<file path="config.mk">
export PLATFORM = sky130hd
export DESIGN_NAME = rsr_reset_ctrl
export DESIGN_NICKNAME = d
export VERILOG_FILES = /design/src/rsr_pkg.sv /design/src/rsr_reset_ctrl.sv
export SDC_FILE = /design/constraint.sdc
export NUM_CORES = 1
export LEC_CHECK = 0
export ABC_AREA = 1
export BUFFER_PORTS_ARGS = -buffer_cell sky130_fd_sc_hd__buf_2
export CORE_ASPECT_RATIO = 1.75
export CORE_MARGIN = 2
export CORE_UTILIZATION = 45
export DETAILED_ROUTE_END_ITERATION = 10
export PLACE_DENSITY = 0.82
export SYNTH_ARGS = -nofsm -noshare
export SYNTH_HDL_FRONTEND = slang
export SYNTH_SLANG_ARGS = --single-unit
</file>
<file path="constraint.sdc">
create_clock -name clk_sys -period 1.7 [get_ports clk_sys]
set_input_delay 0.34 -clock clk_sys [delete_from_list [all_inputs] [get_ports clk_sys]]
set_output_delay 0.34 -clock clk_sys [all_outputs]
set_load 0.01 [all_outputs]
</file>
<file path="src/rsr_pkg.sv">
// Package for the reset and stop recovery block
// Operation
// - Low pin pulse of three cycles may reset; four cycles in run or stop mode always resets.
// - Stay in reset while pin low; leave on third edge after release, through the two synchroniser flops.
// - Reset caused by the pin sets the pin reset flag to one.
// - Pin is open-drain low reset indicator during internal reset delay or when GPIO enables.
// - Internal reset events in run mode drive the pin low until their delay expires; in stop mode they only set their flag.
// - Debugger reset request sets power-on flag and, in run mode only, resets chip, then self-clears.
// - Stop recovery holds CPU in reset 66 or 5000 oscillator cycles.
// - Stop recovery changes only watchdog and oscillator control registers.
// - Stop recovery enables and selects the internal oscillator.
// - On leaving reset, fetch vector from 0002H and 0003H into the PC.
package rsr_pkg;
    localparam logic [31:0] ADDR_CTRL = 32'h0000_0000;
    localparam logic [31:0] ADDR_CAUSE = 32'h0000_0004;
    localparam logic [31:0] ADDR_MASK = 32'h0000_0008;
    localparam logic [31:0] ADDR_STAT = 32'h0000_000C;
    localparam int CTRL_DBG_RST = 0;
    localparam int CTRL_XTAL_EN = 1;
    localparam int CTRL_PIN_OUT = 2;
    localparam int CTRL_STOP = 3;
    localparam int CAUSE_POR = 0;
    localparam int CAUSE_PIN = 1;
    localparam int CAUSE_BRN = 2;
    localparam int CAUSE_WDT = 3;
    localparam int CAUSE_SMR = 4;
    localparam logic [2:0] PIN_FILTER_CYCLES = 3'd4;
    localparam logic [12:0] SMR_CYC_NOXTAL = 13'd66;
    localparam logic [12:0] SMR_CYC_XTAL = 13'd5000;
    localparam logic [12:0] INT_RST_DELAY_DEF = 13'd64;
    localparam logic [15:0] VEC_LO_ADDR = 16'h0002;
    localparam logic [15:0] VEC_HI_ADDR = 16'h0003;
    localparam logic [4:0] CAUSE_RESET = 5'h01;
    typedef enum logic [2:0] {
        ST_RUN = 3'b000,
        ST_RESET = 3'b001,
        ST_FETCH_LO = 3'b011,
        ST_FETCH_HI = 3'b010,
        ST_STOP = 3'b110,
        ST_SMR = 3'b111
    } rsr_state_type;
    typedef struct packed {
        logic brownout_event;
        logic watchdog_event;
        logic stop_wake;
    } rsr_event_type;
endpackage

</file>
<file path="src/rsr_reset_ctrl.sv">
// Reset controller with pin filter, indicator, debugger reset and stop recovery
`timescale 1ns/100ps
`default_nettype none
module rsr_reset_ctrl (
    input wire logic clk_sys,
    input wire logic rst_n,
    input wire logic psel,
    input wire logic penable,
    input wire logic pwrite,
    input wire logic [31:0] paddr,
    input wire logic [31:0] pwdata,
    output logic [31:0] prdata,
    output logic pready,
    output logic pslverr,
    input wire logic reset_pin_i,
    output logic reset_pin_o,
    output logic reset_pin_oe,
    input wire logic gpio_reset_out_en,
    input wire rsr_pkg::rsr_event_type events_i,
    output logic cpu_reset,
    output logic chip_reset,
    output logic osc_use_internal,
    output logic wdt_osc_ctrl_reset,
    output logic fetch_req,
    output logic [15:0] fetch_addr,
    input wire logic [7:0] fetch_data,
    output logic [15:0] pc_load,
    output logic pc_load_valid,
    output logic irq
);
    import rsr_pkg::*;

    logic pin_s1_r, pin_s2_r;
    logic [2:0] low_cnt_r;
    logic pin_low;
    logic dbg_rst_r, xtal_en_r, pin_out_en_r, stop_r;
    logic [4:0] cause_r, mask_r;
    logic [1:0] stat_r;
    logic [12:0] dly_r;
    logic int_hold_r;
    rsr_state_type state_r;
    logic [7:0] vec_lo_r;
    logic wr, rd;
    logic ev_brn, ev_wdt;

    assign wr = psel & penable & pwrite;
    assign rd = psel & penable & ~pwrite;
    assign ev_brn = events_i.brownout_event;
    assign ev_wdt = events_i.watchdog_event;

    // Two flops before the filter; the first is read only by the second
    always_ff @(posedge clk_sys or negedge rst_n) begin
        if (!rst_n) begin
            pin_s1_r <= 1'b1;
            pin_s2_r <= 1'b1;
        end else begin
            pin_s1_r <= reset_pin_i;
            pin_s2_r <= pin_s1_r;
        end
    end

    // Counts low cycles; synchroniser latency makes three a maybe, four a must
    always_ff @(posedge clk_sys or negedge rst_n) begin
        if (!rst_n) begin
            low_cnt_r <= 3'd0;
        end else if (pin_s2_r) begin
            low_cnt_r <= 3'd0;
        end else if (low_cnt_r != PIN_FILTER_CYCLES) begin
            low_cnt_r <= low_cnt_r + 3'd1;
        end
    end
    // Internal-reset drive of the pin is excluded so the indicator does not latch itself
    assign pin_low = (low_cnt_r == PIN_FILTER_CYCLES) && !int_hold_r;

    // Control register: debugger request clears itself during the reset it causes
    always_ff @(posedge clk_sys or negedge rst_n) begin
        if (!rst_n) begin
            dbg_rst_r <= 1'b0;
            xtal_en_r <= 1'b0;
            pin_out_en_r <= 1'b0;
            stop_r <= 1'b0;
        end else begin
            if (wr && paddr == ADDR_CTRL) begin
                dbg_rst_r <= pwdata[CTRL_DBG_RST];
                xtal_en_r <= pwdata[CTRL_XTAL_EN];
                pin_out_en_r <= pwdata[CTRL_PIN_OUT];
                stop_r <= pwdata[CTRL_STOP];
            end
            if (state_r == ST_RESET) begin
                dbg_rst_r <= 1'b0;
            end
            if (state_r == ST_SMR) begin
                stop_r <= 1'b0;
                xtal_en_r <= 1'b0;
            end
        end
    end

    // Main sequencer
    always_ff @(posedge clk_sys or negedge rst_n) begin
        if (!rst_n) begin
            state_r <= ST_RESET;
            dly_r <= INT_RST_DELAY_DEF;
            int_hold_r <= 1'b1;
        end else begin
            case (state_r)
                ST_RUN: begin
                    if (pin_low) begin
                        state_r <= ST_RESET;
                        dly_r <= 13'd1;
                    end else if (ev_brn || ev_wdt || dbg_rst_r) begin
                        state_r <= ST_RESET;
                        dly_r <= INT_RST_DELAY_DEF;
                        int_hold_r <= 1'b1;
                    end else if (stop_r) begin
                        state_r <= ST_STOP;
                    end
                end
                ST_RESET: begin
                    if (dly_r != 13'd0) begin
                        dly_r <= dly_r - 13'd1;
                    end else begin
                        int_hold_r <= 1'b0;
                        if (pin_s2_r && !int_hold_r) begin
                            state_r <= ST_FETCH_LO;
                        end
                    end
                end
                ST_STOP: begin
                    if (pin_low) begin
                        state_r <= ST_RESET;
                        dly_r <= 13'd1;
                    end else if (events_i.stop_wake) begin
                        state_r <= ST_SMR;
                        dly_r <= xtal_en_r ? SMR_CYC_XTAL - 13'd1 : SMR_CYC_NOXTAL - 13'd1;
                    end
                end
                ST_SMR: begin
                    if (dly_r != 13'd0) begin
                        dly_r <= dly_r - 13'd1;
                    end else begin
                        state_r <= ST_FETCH_LO;
                    end
                end
                ST_FETCH_LO: state_r <= ST_FETCH_HI;
                ST_FETCH_HI: state_r <= ST_RUN;
                default: state_r <= ST_RESET;
            endcase
        end
    end

    // Vector fetch: low address first as the PC high byte, then the high address byte completes the PC low byte
    always_ff @(posedge clk_sys or negedge rst_n) begin
        if (!rst_n) begin
            vec_lo_r <= 8'h00;
            pc_load <= 16'h0000;
            pc_load_valid <= 1'b0;
        end else begin
            pc_load_valid <= 1'b0;
            if (state_r == ST_FETCH_LO) begin
                vec_lo_r <= fetch_data;
            end
            if (state_r == ST_FETCH_HI) begin
                pc_load <= {vec_lo_r, fetch_data};
                pc_load_valid <= 1'b1;
            end
        end
    end

    // Registered outputs
    always_ff @(posedge clk_sys or negedge rst_n) begin
        if (!rst_n) begin
            cpu_reset <= 1'b1;
            chip_reset <= 1'b1;
            reset_pin_o <= 1'b0;
            reset_pin_oe <= 1'b0;
            osc_use_internal <= 1'b1;
            wdt_osc_ctrl_reset <= 1'b0;
            fetch_req <= 1'b0;
            fetch_addr <= VEC_LO_ADDR;
        end else begin
            cpu_reset <= (state_r != ST_RUN);
            chip_reset <= (state_r == ST_RESET);
            reset_pin_o <= 1'b0;
            // Open drain: enable low means the pin is pulled low
            reset_pin_oe <= !((state_r == ST_RESET && int_hold_r) || pin_out_en_r || gpio_reset_out_en);
            osc_use_internal <= (state_r == ST_SMR) ? 1'b1 : osc_use_internal & ~stop_r;
            wdt_osc_ctrl_reset <= (state_r == ST_SMR);
            fetch_req <= (state_r == ST_SMR && dly_r == 13'd0) || (state_r == ST_RESET && dly_r == 13'd0)
                || (state_r == ST_FETCH_LO);
            fetch_addr <= (state_r == ST_FETCH_LO) ? VEC_HI_ADDR : VEC_LO_ADDR;
        end
    end

    // Cause register: sticky, cleared by writing ones; a new cause wins over a clear
    logic [4:0] cause_set;
    always_comb begin
        cause_set = 5'h00;
        if (state_r == ST_RUN || state_r == ST_STOP) begin
            cause_set[CAUSE_PIN] = pin_low;
            cause_set[CAUSE_BRN] = ev_brn && !pin_low;
            cause_set[CAUSE_WDT] = ev_wdt && !pin_low;
            cause_set[CAUSE_POR] = dbg_rst_r && !pin_low && !ev_brn && !ev_wdt;
        end
        cause_set[CAUSE_SMR] = (state_r == ST_STOP) && events_i.stop_wake && !pin_low;
    end
    always_ff @(posedge clk_sys or negedge rst_n) begin
        if (!rst_n) begin
            cause_r <= CAUSE_RESET;
            stat_r <= 2'b00;
            mask_r <= 5'h00;
        end else begin
            cause_r <= (cause_r & ~((wr && paddr == ADDR_CAUSE) ? pwdata[4:0] : 5'h00)) | cause_set;
            // A reset that is still on wins over a clear in the same cycle
            stat_r <= (stat_r & ~((wr && paddr == ADDR_STAT) ? pwdata[1:0] : 2'b00))
                | {pc_load_valid, chip_reset};
            if (wr && paddr == ADDR_MASK) begin
                mask_r <= pwdata[4:0];
            end
        end
    end

    always_ff @(posedge clk_sys or negedge rst_n) begin
        if (!rst_n) begin
            irq <= 1'b0;
            prdata <= 32'h0000_0000;
            pready <= 1'b0;
            pslverr <= 1'b0;
        end else begin
            irq <= |(cause_r & mask_r);
            pready <= psel & ~penable;
            pslverr <= psel & ~penable & ~(paddr == ADDR_CTRL || paddr == ADDR_CAUSE
                || paddr == ADDR_MASK || paddr == ADDR_STAT);
            if (psel && !penable && !pwrite) begin
                case (paddr)
                    ADDR_CTRL: prdata <= {28'h000_0000, stop_r, pin_out_en_r, xtal_en_r, dbg_rst_r};
                    ADDR_CAUSE: prdata <= {27'h000_0000, cause_r};
                    ADDR_MASK: prdata <= {27'h000_0000, mask_r};
                    ADDR_STAT: prdata <= {24'h00_0000, 3'b000, state_r, stat_r};
                    default: prdata <= 32'h0000_0000;
                endcase
            end
        end
    end

    logic unused_rd;
    assign unused_rd = rd;

    property p_filter;
        @(posedge clk_sys) disable iff (!rst_n)
        (state_r == ST_RUN && !int_hold_r) ##0 (!pin_s2_r)[*4] |=> ##[0:1] (state_r == ST_RESET);
    endproperty
    a_filter: assert property (p_filter) else $error("Four low cycles did not reset");

    property p_hold;
        @(posedge clk_sys) disable iff (!rst_n)
        (state_r == ST_RESET && !pin_s2_r) |=> (state_r == ST_RESET);
    endproperty
    a_hold: assert property (p_hold) else $error("Left reset while pin low");

    property p_pinflag;
        @(posedge clk_sys) disable iff (!rst_n)
        (state_r == ST_RUN && pin_low) |=> cause_r[CAUSE_PIN];
    endproperty
    a_pinflag: assert property (p_pinflag) else $error("Pin flag not set");

    property p_indicator;
        @(posedge clk_sys) disable iff (!rst_n)
        (state_r == ST_RESET && int_hold_r) |=> !reset_pin_oe;
    endproperty
    a_indicator: assert property (p_indicator) else $error("Pin not driven during reset");

    property p_intdrv;
        @(posedge clk_sys) disable iff (!rst_n)
        (state_r == ST_RUN && ev_wdt && !pin_low) |=> ##1 (!reset_pin_oe)[*8];
    endproperty
    a_intdrv: assert property (p_intdrv) else $error("Internal reset not held on pin");

    property p_dbg;
        @(posedge clk_sys) disable iff (!rst_n)
        (state_r == ST_RESET) |=> !dbg_rst_r;
    endproperty
    a_dbg: assert property (p_dbg) else $error("Debugger request not cleared");

    // Recovery length is counted, since a long repetition would not unroll
    logic [12:0] smr_len_r;
    logic smr_xtal_r;
    always_ff @(posedge clk_sys or negedge rst_n) begin
        if (!rst_n) begin
            smr_len_r <= 13'h0000;
            smr_xtal_r <= 1'b0;
        end else begin
            smr_len_r <= (state_r == ST_SMR) ? smr_len_r + 13'h0001 : 13'h0000;
            if (state_r == ST_STOP && events_i.stop_wake) begin
                smr_xtal_r <= xtal_en_r;
            end
        end
    end

    property p_smr;
        @(posedge clk_sys) disable iff (!rst_n)
        (state_r == ST_FETCH_LO && smr_len_r != 13'h0000) |->
            (smr_len_r == (smr_xtal_r ? SMR_CYC_XTAL : SMR_CYC_NOXTAL));
    endproperty
    a_smr: assert property (p_smr) else $error("Stop recovery length wrong");

    property p_osc;
        @(posedge clk_sys) disable iff (!rst_n)
        (state_r == ST_SMR) |=> osc_use_internal && wdt_osc_ctrl_reset;
    endproperty
    a_osc: assert property (p_osc) else $error("Oscillator not reselected");

    property p_vec;
        @(posedge clk_sys) disable iff (!rst_n)
        (state_r == ST_FETCH_LO) |=> fetch_addr == VEC_HI_ADDR ##1 pc_load_valid;
    endproperty
    a_vec: assert property (p_vec) else $error("Vector fetch order wrong");
endmodule
`default_nettype wire

</file>
# After elaboration in Yosys (flattened, before gate mapping)
# Cells that the tools add are included.
dict set report op_classes {
  n_addsub 2
  n_mul 0
  n_div 0
  magnitude_cmp 0
  n_eq_ne 19
  shifts 0
  n_mux 35
  bitwise 15
  n_reduce_logical 50
}
# cell n
set op_table {}
lappend op_table {{2-to-1 mux 13 bit} 6}
lappend op_table {{== test 32 x 4 -> 1 bit, second input constant} 2}
lappend op_table {{case mux 13 bit (3 select lines)} 1}
lappend op_table {{== test 32 x 3 -> 1 bit, second input constant} 1}
lappend op_table {{logical NOT 32 bit} 1}
lappend op_table {{2-to-1 mux 3 bit} 10}
lappend op_table {{case mux 5 bit (4 select lines)} 1}
lappend op_table {{logical AND 1 bit} 18}
lappend op_table {{case mux 3 bit (6 select lines)} 1}
lappend op_table {{logical NOT 13 bit} 1}
lappend op_table {{nonzero test 13 bit} 1}
lappend op_table {{subtractor 13 x 1 -> 13 bit, second input constant} 1}
lappend op_table {{2-to-1 mux 1 bit} 12}
lappend op_table {{bitwise AND 5 bit} 2}
lappend op_table {{logical OR 1 bit} 10}
lappend op_table {{== test 3 bit, second input constant} 3}
lappend op_table {{inequality test 3 bit, second input constant} 3}
lappend op_table {{inequality test 2 bit, second input constant} 4}
lappend op_table {{AND reduction 4 bit} 2}
lappend op_table {{nonzero test 2 bit} 4}
lappend op_table {{logical NOT 1 bit} 7}
lappend op_table {{== test 3 x 2 -> 1 bit, second input constant} 2}
lappend op_table {{nonzero test 3 bit} 2}
lappend op_table {{bitwise AND 1 bit} 5}
lappend op_table {{18 further kinds} 21}
dict set report totals {
  ff_bits 106
  latch_bits 0
  ram_bits 0
  mem_bits_ro 0
  out_inout_bits 75
  wordCells 148
  mem_count 0
}

# Depth between registers and ports, before layout
# Gate-level depths: netlist of run 1.
dict set report logic_depth {
  word_depth 8
  mapped_depth 11
}

# Least setup slack after synthesis of run 1
# No wires, ideal clock.
dict set report synth_path {
  kind {register to register}
  start {reg low_cnt_r[0]}
  end {reg dly_r[9]}
  setup_ns 0.076
  t_arrival_ns 1.490
  slack_ns 0.133
  path_stages_with_launch 12
  path_buffers 1
  cell_sequence {dfrtp_1 inv_1 ha_1 nand2_1 nor2_2 nor2_2 nand2_1 o211ai_2 nor2_4 buf_6 nand2_1 o21ai_1}
}
dict set report synth_between {
  elab_chain_cells 4
  word_cells_on_any_way 8
  cone_classes {eq/ne (3); mux (3); reduce/logical (2)}
}
# item line_no
set synth_lines {}
lappend synth_lines {{start, declared} rsr_reset_ctrl.sv:34} ;# logic [2:0] low_cnt_r;
lappend synth_lines {{start signal, assigned} rsr_reset_ctrl.sv:69} ;# low_cnt_r <= low_cnt_r + 3'd1;
lappend synth_lines {{== test 3 bit *} rsr_reset_ctrl.sv:73} ;# assign pin_low = (low_cnt_r == PIN_FILTER_CYCLES) && !int_hold_r;
lappend synth_lines {{logical AND 1 bit *} rsr_reset_ctrl.sv:73}
lappend synth_lines {{inequality test 3 bit (no line), or another cell as far along} n/a}
lappend synth_lines {{AND reduction 4 bit (no line) / case mux 13 bit (3 select lines) (equally long branches)} n/a}
lappend synth_lines {{end signal, assigned} rsr_reset_ctrl.sv:121} ;# dly_r <= dly_r - 13'd1;
lappend synth_lines {{end signal, assigned} rsr_reset_ctrl.sv:135} ;# dly_r <= xtal_en_r ? SMR_CYC_XTAL - 13'd1 : SMR_CYC_NOXTAL - 13'd1;
lappend synth_lines {{end signal, assigned} rsr_reset_ctrl.sv:140} ;# dly_r <= dly_r - 13'd1;
lappend synth_lines {{end, declared} rsr_reset_ctrl.sv:39} ;# logic [12:0] dly_r;
# Every way passes the cells marked *; elsewhere a longest branch is shown, timed or not.
# A chain may end at the register's enable or synchronous reset.

# Worst setup path in the final report of run 1
dict set report layout_path {
  start {reg dly_r[4]}
  end {reg state_r[0]}
}
dict set report layout_between {
  elab_chain_cells 3
  word_cells_on_any_way 4
  cone_classes {eq/ne (2); reduce/logical (2)}
}
# item line_no
set layout_lines {}
lappend layout_lines {{nonzero test 13 bit *} {rsr_reset_ctrl.sv:120, rsr_reset_ctrl.sv:139}}
lappend layout_lines {{inequality test 2 bit (no line)} n/a}
lappend layout_lines {{AND reduction 5 bit (no line) *} n/a}
lappend layout_lines {{end signal, assigned} rsr_reset_ctrl.sv:125} ;# state_r <= ST_FETCH_LO;
lappend layout_lines {{end signal, assigned} rsr_reset_ctrl.sv:142} ;# state_r <= ST_FETCH_LO;
lappend layout_lines {{end signal, assigned} rsr_reset_ctrl.sv:145} ;# ST_FETCH_LO: state_r <= ST_FETCH_HI;
lappend layout_lines {{end, declared} rsr_reset_ctrl.sv:41} ;# rsr_state_type state_r;
# Marked as above.

==> metrics.yaml, run 1 <==
diodes: 0
fin_cells: 807
core_area_mm2: 0.00909
min_period_over_period_pct: 100
drcViolationCount: 0
fmax_mhz: 587
grt_setup_unrepaired: "true"
antenna_left: 0
track_usage_pct: 21.6
num_vias: 4002
ir_worst_vdd_uv: 1050
violations: "setup timing"
cp_max_fo: 4
htree_levels: 3
die_area_mm2: 0.0102
synth_cell_types: 35
synth-seq-cells: 78
initial_core_util_pct: 46.3
io_buffers: 86
yosysWarnings: 0
p_leak_uw: 0.00288
die_h_um: 132
hold_path_class: "input pin to flip-flop"
finalSetupViolations: 2
grt_overflow_total: 0
final_max_slew_viol_count: 0
drive_gt1_share_pct: 27.9
drtPass1Iterations: 4
place.gp.congestion: 0.946
critPathLaunchType: "flip-flop"
fp.dieW_um: 77.1
clk_pin_slew_worst_paths_ns: 0.06
routedWlPerCell_um: 13.7
power_density_mw_per_mm2: 1610
cts_buffers: 9
wirelength_um: 11100
num_rows: 46
dp_hpwl_um: 8010
fill_cells: 801
dpl.cell_count: 772
min_from: "reset_pin_i"
ioPinCount: 157
setup-tns-final_ns: -0.00475
period_needed_ns: 1.70
crit_type: "flip-flop to flip-flop"
grt_max_degree: 37
intPower_uw: 5030
cts_num_sinks: 78
finalPower_uw: 8560
cp.required_ns: 1.97
p_sw_share_pct: 41.3
r2r-start: "dly_r[4]"
grt_pass1_wl_um: 17400
cts_buffer_depth: 2
crit_start: "dly_r[4]"
pwr-share-seq_pct: 33.9
dp_slack_ns: -0.0813
fin_nets: 768
cts_root_buf: "clkbuf_16"
antenna_found_initial: 0
cp.arrival_ns: 1.98
critPathCaptureType: "flip-flop"
grt_pass1_vias: 3992
syn_to_final_growth_pct: 26.4
clock_skew_ns: 0.00647
pwr-share-clk_pct: 21.8
hold_viol: 0
combPwrFrac_pct: 44.3
worst_slack_ns: -0.00425
switching_power_uw: 3530
via_per_inst: 4.96
worstSkewPairLatency_ns: 0.35
maxCapViolations: 0
netlist_area_mm2: 0.00421
synth_cells: 552
syn_avg_cell_area_um2: 7.63
seq_area_frac_synth_pct: 46.6
drt_iter0_markers: 238
status: "finished, violations left"
cts_tree: "built"
==> layout by cell type (no fill, tap or decap), drive strengths merged <==
cell type / instances
a211o: 1
a21oi: 3
a221oi: 1
and3: 1
buf: 127
clkbuf: 9
clkinv: 1
clkinvlp: 2
conb: 43
dfrtp: 69
dfstp: 9
dlygate4sd3: 1
ha: 4
inv: 72
nand2: 165
nand3: 34
nand3b: 2
nand4: 3
nor2: 64
nor3: 7
o211ai: 1
o21ai: 60
o221ai: 1
o31ai: 3
xnor2: 1
xor2: 3
==> layer usage <==
layer,vias up,part of all wire [%],GRT usage (%)
met3,46,4.8,4.32
li1,1909,-,-
met1,1875,33,20.3
met4,0,5.4,13.4
met5,-,0,0
met2,172,57,41.2
==> Yosys cell counts <==
master / number / area share [%]
conb_1: 2 / 0.18
dfstp_2: 9 / 5.6
nor2_1: 58 / 5.2
buf_4: 43 / 7.7
xor2_1: 3 / 0.62
nand3b_1: 2 / 0.36
dfrtp_1: 69 / 41
nand3_1: 31 / 3.7
nor3_1: 6 / 0.71
a221oi_1: 1 / 0.21
o21ai_1: 17 / 2.0
and3_1: 1 / 0.15
inv_4: 1 / 0.15
o211ai_2: 1 / 0.30
nand3_2: 3 / 0.71
inv_2: 3 / 0.27
nor2_4: 1 / 0.27
nand4_1: 3 / 0.45
o221ai_1: 1 / 0.21
clkbuf_1: 3 / 0.27
a211o_1: 1 / 0.21
xnor2_1: 1 / 0.21
nand2_2: 1 / 0.15
ha_1: 4 / 1.2
nor2_2: 5 / 0.74
buf_2: 2 / 0.24
a21oi_1: 3 / 0.36
nor3_2: 1 / 0.24
inv_1: 63 / 5.6
buf_6: 2 / 0.53
o31ai_1: 3 / 0.53
o21ai_0: 43 / 5.1
nand2_1: 163 / 15
clkinv_1: 1 / 0.089
nand2_4: 1 / 0.27
==> worst paths after layout <==
| path | endpoint | slack (ns) | depth (start not counted) |
|---|---|---|---|
| worst max-delay path | state_r[0] | -0.004 | 9 |
| worst min-delay path | pin_s1_r | 0.09 | 1 |
| worst max register to register | state_r[0] | -0.004 | 9 |
| worst min register to register | pin_s2_r | 0.36 | 0 |
| max in group asynchronous | osc_use_internal | 0.63 | 3 |
| min in group asynchronous | low_cnt_r[1] | 0.47 | 2 |
==> what timing repair did <==
| action | CTS | global route |
|---|---|---|
| buffers inserted | 5 | 12 |
| gates resized for setup | 10 | 28 |
| gates cloned | 1 | 0 |
| setup endpoints to repair | 14 | 16 |
| pin swaps | 5 | 14 |
| hold endpoints to repair | 20 | 0 |
| hold buffers | 1 | 0 |
==> logic make-up after synthesis <==
family	count (synthesis)	synth area share, %
compound gates	70	8.94
xor+xnor	4	0.832
fa+ha+maj	4	1.19
buf+inv	118	14.8
flops	78	46.6
other cells	2	0.178
simple gates	276	27.4
==> registers in the layout, summed over array words and instances (netlist names), 2 cells and up <==
name and flops:
prdata 5, pc_load 16, dly_r 13, cause_r 5
mask_r 5, low_cnt_r 3, stat_r 2, state_r 3
vec_lo_r 8
==> metrics by stage <==
step                      utilization (%)  cell area (µm²)  hold slack (ns)
after global placement               52.6             4780            0.283
after global routing                 58.5             5320           0.0882
final                                58.5             5320           0.0930
after CTS                            56.5             5140           0.0875
after floorplan                         -             4370           0.0444
after detailed placement             52.6             4780            0.291
==> power groups by stage <==
| stage | Sequential, µW | Combinational [µW] | Clock (µW) |
|---|---|---|---|
| floorplan | 2940 | 2080 | 0 |
| global placement | 2850 | 3010 | 0 |
| detailed placement | 2870 | 3160 | 0 |
| CTS | 2850 | 3380 | 1890 |
| global route | 2970 | 4200 | 1970 |
| finish | 2900 | 3790 | 1870 |
==> layout make-up <==
cell class | instances | area [µm²] | area share [%]
multi-input cells | 397 | 1880 | 35.3
inverters | 68 | 258 | 4.84
clock inverters | 7 | 61.3 | 1.15
well taps | 120 | 150 | 2.82
repair buffers | 128 | 787 | 14.8
clock buffers | 9 | 225 | 4.23
flip-flops and latches | 78 | 1960 | 36.9
==> worst max-delay path, stage by stage (launching register included) <==
cell and delay, ns:
dfrtp_1 0.40, nor2_2 0.19, nand2_2 0.09, nor2_2 0.13, nand4_1 0.17, buf_4 0.19, nand2_1 0.07, nand3b_1 0.16
nor2_1 0.16, nor2_1 0.06
Note: power is estimated with default switching activity, not from simulation.
==> run 2: changes to the inputs <==
- MAX_ROUTING_LAYER: default -> met4
==> run 2 against run 1 <==
Net effect:
- the run now ends clean
- sequential power decreased by 1%
- clock power down 2%
- via count down 4.3%
- critical path depth grew 2
- core utilization fell by 1.6 points
- global-route usage fell by 0.62 points
- critical endpoint is now dly_r[2]
- register-to-register slack improved by 0.06 ns
- clock skew is 0.0021 ns higher
- highest routed layer unchanged
- die area unchanged
- final area decreased by 2.7%
==> metrics.yaml, run 2 (synthesis gave the netlist of run 1 again) <==
status: "finished, final reports clean"
cp.arrival_ns: 1.90
period_needed_ns: 1.64
maxCapViolations: 0
routedWlPerCell_um: 13.1
die_area_mm2: 0.0102
grt_overflow_total: 0
antenna_found_initial: 0
critPathLaunchType: "flip-flop"
ioPinCount: 157
grt_pass1_wl_um: 16400
fin_util_pct: 57.0
power_density_mw_per_mm2: 1590
die_h_um: 132
antenna_left: 0
crit_type: "flip-flop to flip-flop"
ir_worst_vdd_uv: 1060
cts_buffers: 9
drive_gt1_share_pct: 24.9
dp_slack_ns: -0.0591
cts_tree: "built"
final_common_cell: "nand2_1"
crit_chain: "inv_2, ha_4, nand2_2, nor2_4, nor2_2, nand2_2, o211ai_2, nor2_4, buf_6, nand2_1, o21ai_1"
finalSetupViolations: 0
fin_nets: 755
grt_pass1_vias: 3736
top_regs: "pc_load (16), dly_r (13), vec_lo_r (8)"
layout_common_cells: "nand2_1, buf_2, dfrtp_1"
max_stage_delay_ns: 0.39
drcViolationCount: 0
largest_reg_flops: 16
hold_path_class: "input pin to flip-flop"
via_per_inst: 4.82
io_buffers: 86
track_usage_pct: 21.0
syn_to_final_growth_pct: 23.1
worstHoldPathCells: 1
dp_hpwl_um: 7960
worst_slack_ns: 0.0586
cts_buffer_depth: 2
fmax_mhz: 609
num_rows: 46
initial_core_util_pct: 46.3
drtPass1Iterations: 4
setup-tns-final_ns: 0
cp_max_fo: 8
fill_cells: 843
grt_setup_unrepaired: "true"
clk_pin_slew_worst_paths_ns: 0.06
htree_levels: 3
design_area_mm2: 0.00518
diodes: 0
reg2reg_depth: 11
hold_viol: 0
wirelength_um: 10400
p_leak_uw: 0.00282
core_area_mm2: 0.00909
fp.dieW_um: 77.1
clock_skew_ns: 0.00858
top_register: "pc_load"
placedInstanceArea_mm2: 0.00478
critPathCaptureType: "flip-flop"
num_vias: 3828
drt_iter0_markers: 185
worstSkewPairLatency_ns: 0.34
grt_max_degree: 36
place.gp.congestion: 0.947
final_max_slew_viol_count: 0
cts_root_buf: "clkbuf_16"
cts_num_sinks: 78
cpMaxStageDelayCell: "dfrtp_1"
cp.required_ns: 1.96
min_period_over_period_pct: 96.6
[run 2: layout make-up]
type | instances | area (µm²) | area share [%]
Sequential cell | 78 | 1960 | 37.9
Clock buffer | 9 | 225 | 4.35
Inverter | 68 | 258 | 4.97
Timing Repair Buffer | 115 | 712 | 13.7
Multi-Input combinational cell | 397 | 1810 | 35.0
Clock inverter | 7 | 61.3 | 1.18
Tap cell | 120 | 150 | 2.90
[run 2: report_power, final]
group / switching, µW / total (µW) / leakage, µW / internal (µW)
combinational: 2090 / 3530 / 0.00172 / 1440
clock: 811 / 1830 / 0.000135 / 1020
sequential: 381 / 2860 / 0.000969 / 2480
total: 3280 / 8220 / 0.00282 / 4940
[run 2: metrics by stage]
| step | hold slack (ns) | total power [µW] | instances |
|---|---|---|---|
| floorplan | 0.0444 | 5020 | 593 |
| global placement | 0.290 | 5900 | 771 |
| detailed placement | 0.297 | 6070 | 771 |
| CTS | 0.0896 | 8050 | 790 |
| global route | 0.0925 | 8780 | 794 |
| finish | 0.0981 | 8220 | 794 |
[run 2: worst max-delay path, delay by kind of cell, from the launching register on]
kind / cells / cell delay, ns
buf+inv: 2 / 0.25
flops: 1 / 0.39
fa+ha+maj: 1 / 0.15
compound gates: 2 / 0.20
simple gates: 6 / 0.59
[run 2: final timing paths]
path / start / to / slack, ns
max: low_cnt_r[0] / dly_r[2] / 0.06
min: reset_pin_i / pin_s1_r / 0.1
max reg2reg: low_cnt_r[0] / dly_r[2] / 0.06
min reg2reg: pin_s1_r / pin_s2_r / 0.36
max in group asynchronous: rst_n / osc_use_internal / 0.62
min in group asynchronous: rst_n / dly_r[0] / 0.48
[run 2: layer usage]
layer	global-route usage [%]	vias up	part of all wire (%)
met5	-	-	0
met4	9.13	0	3.6
met3	3.84	32	4.9
met1	19.2	1759	35
met2	40.8	150	57
li1	-	1887	-
[run 2: what timing repair did]
item                       in CTS  in global routing
setup endpoints to repair      15                 16
cloned                          0                  1
hold endpoints to repair       21                  0
resized for setup              10                  5
hold buffers                    1                  0
pin swaps                       5                  7
buffers inserted                2                  3
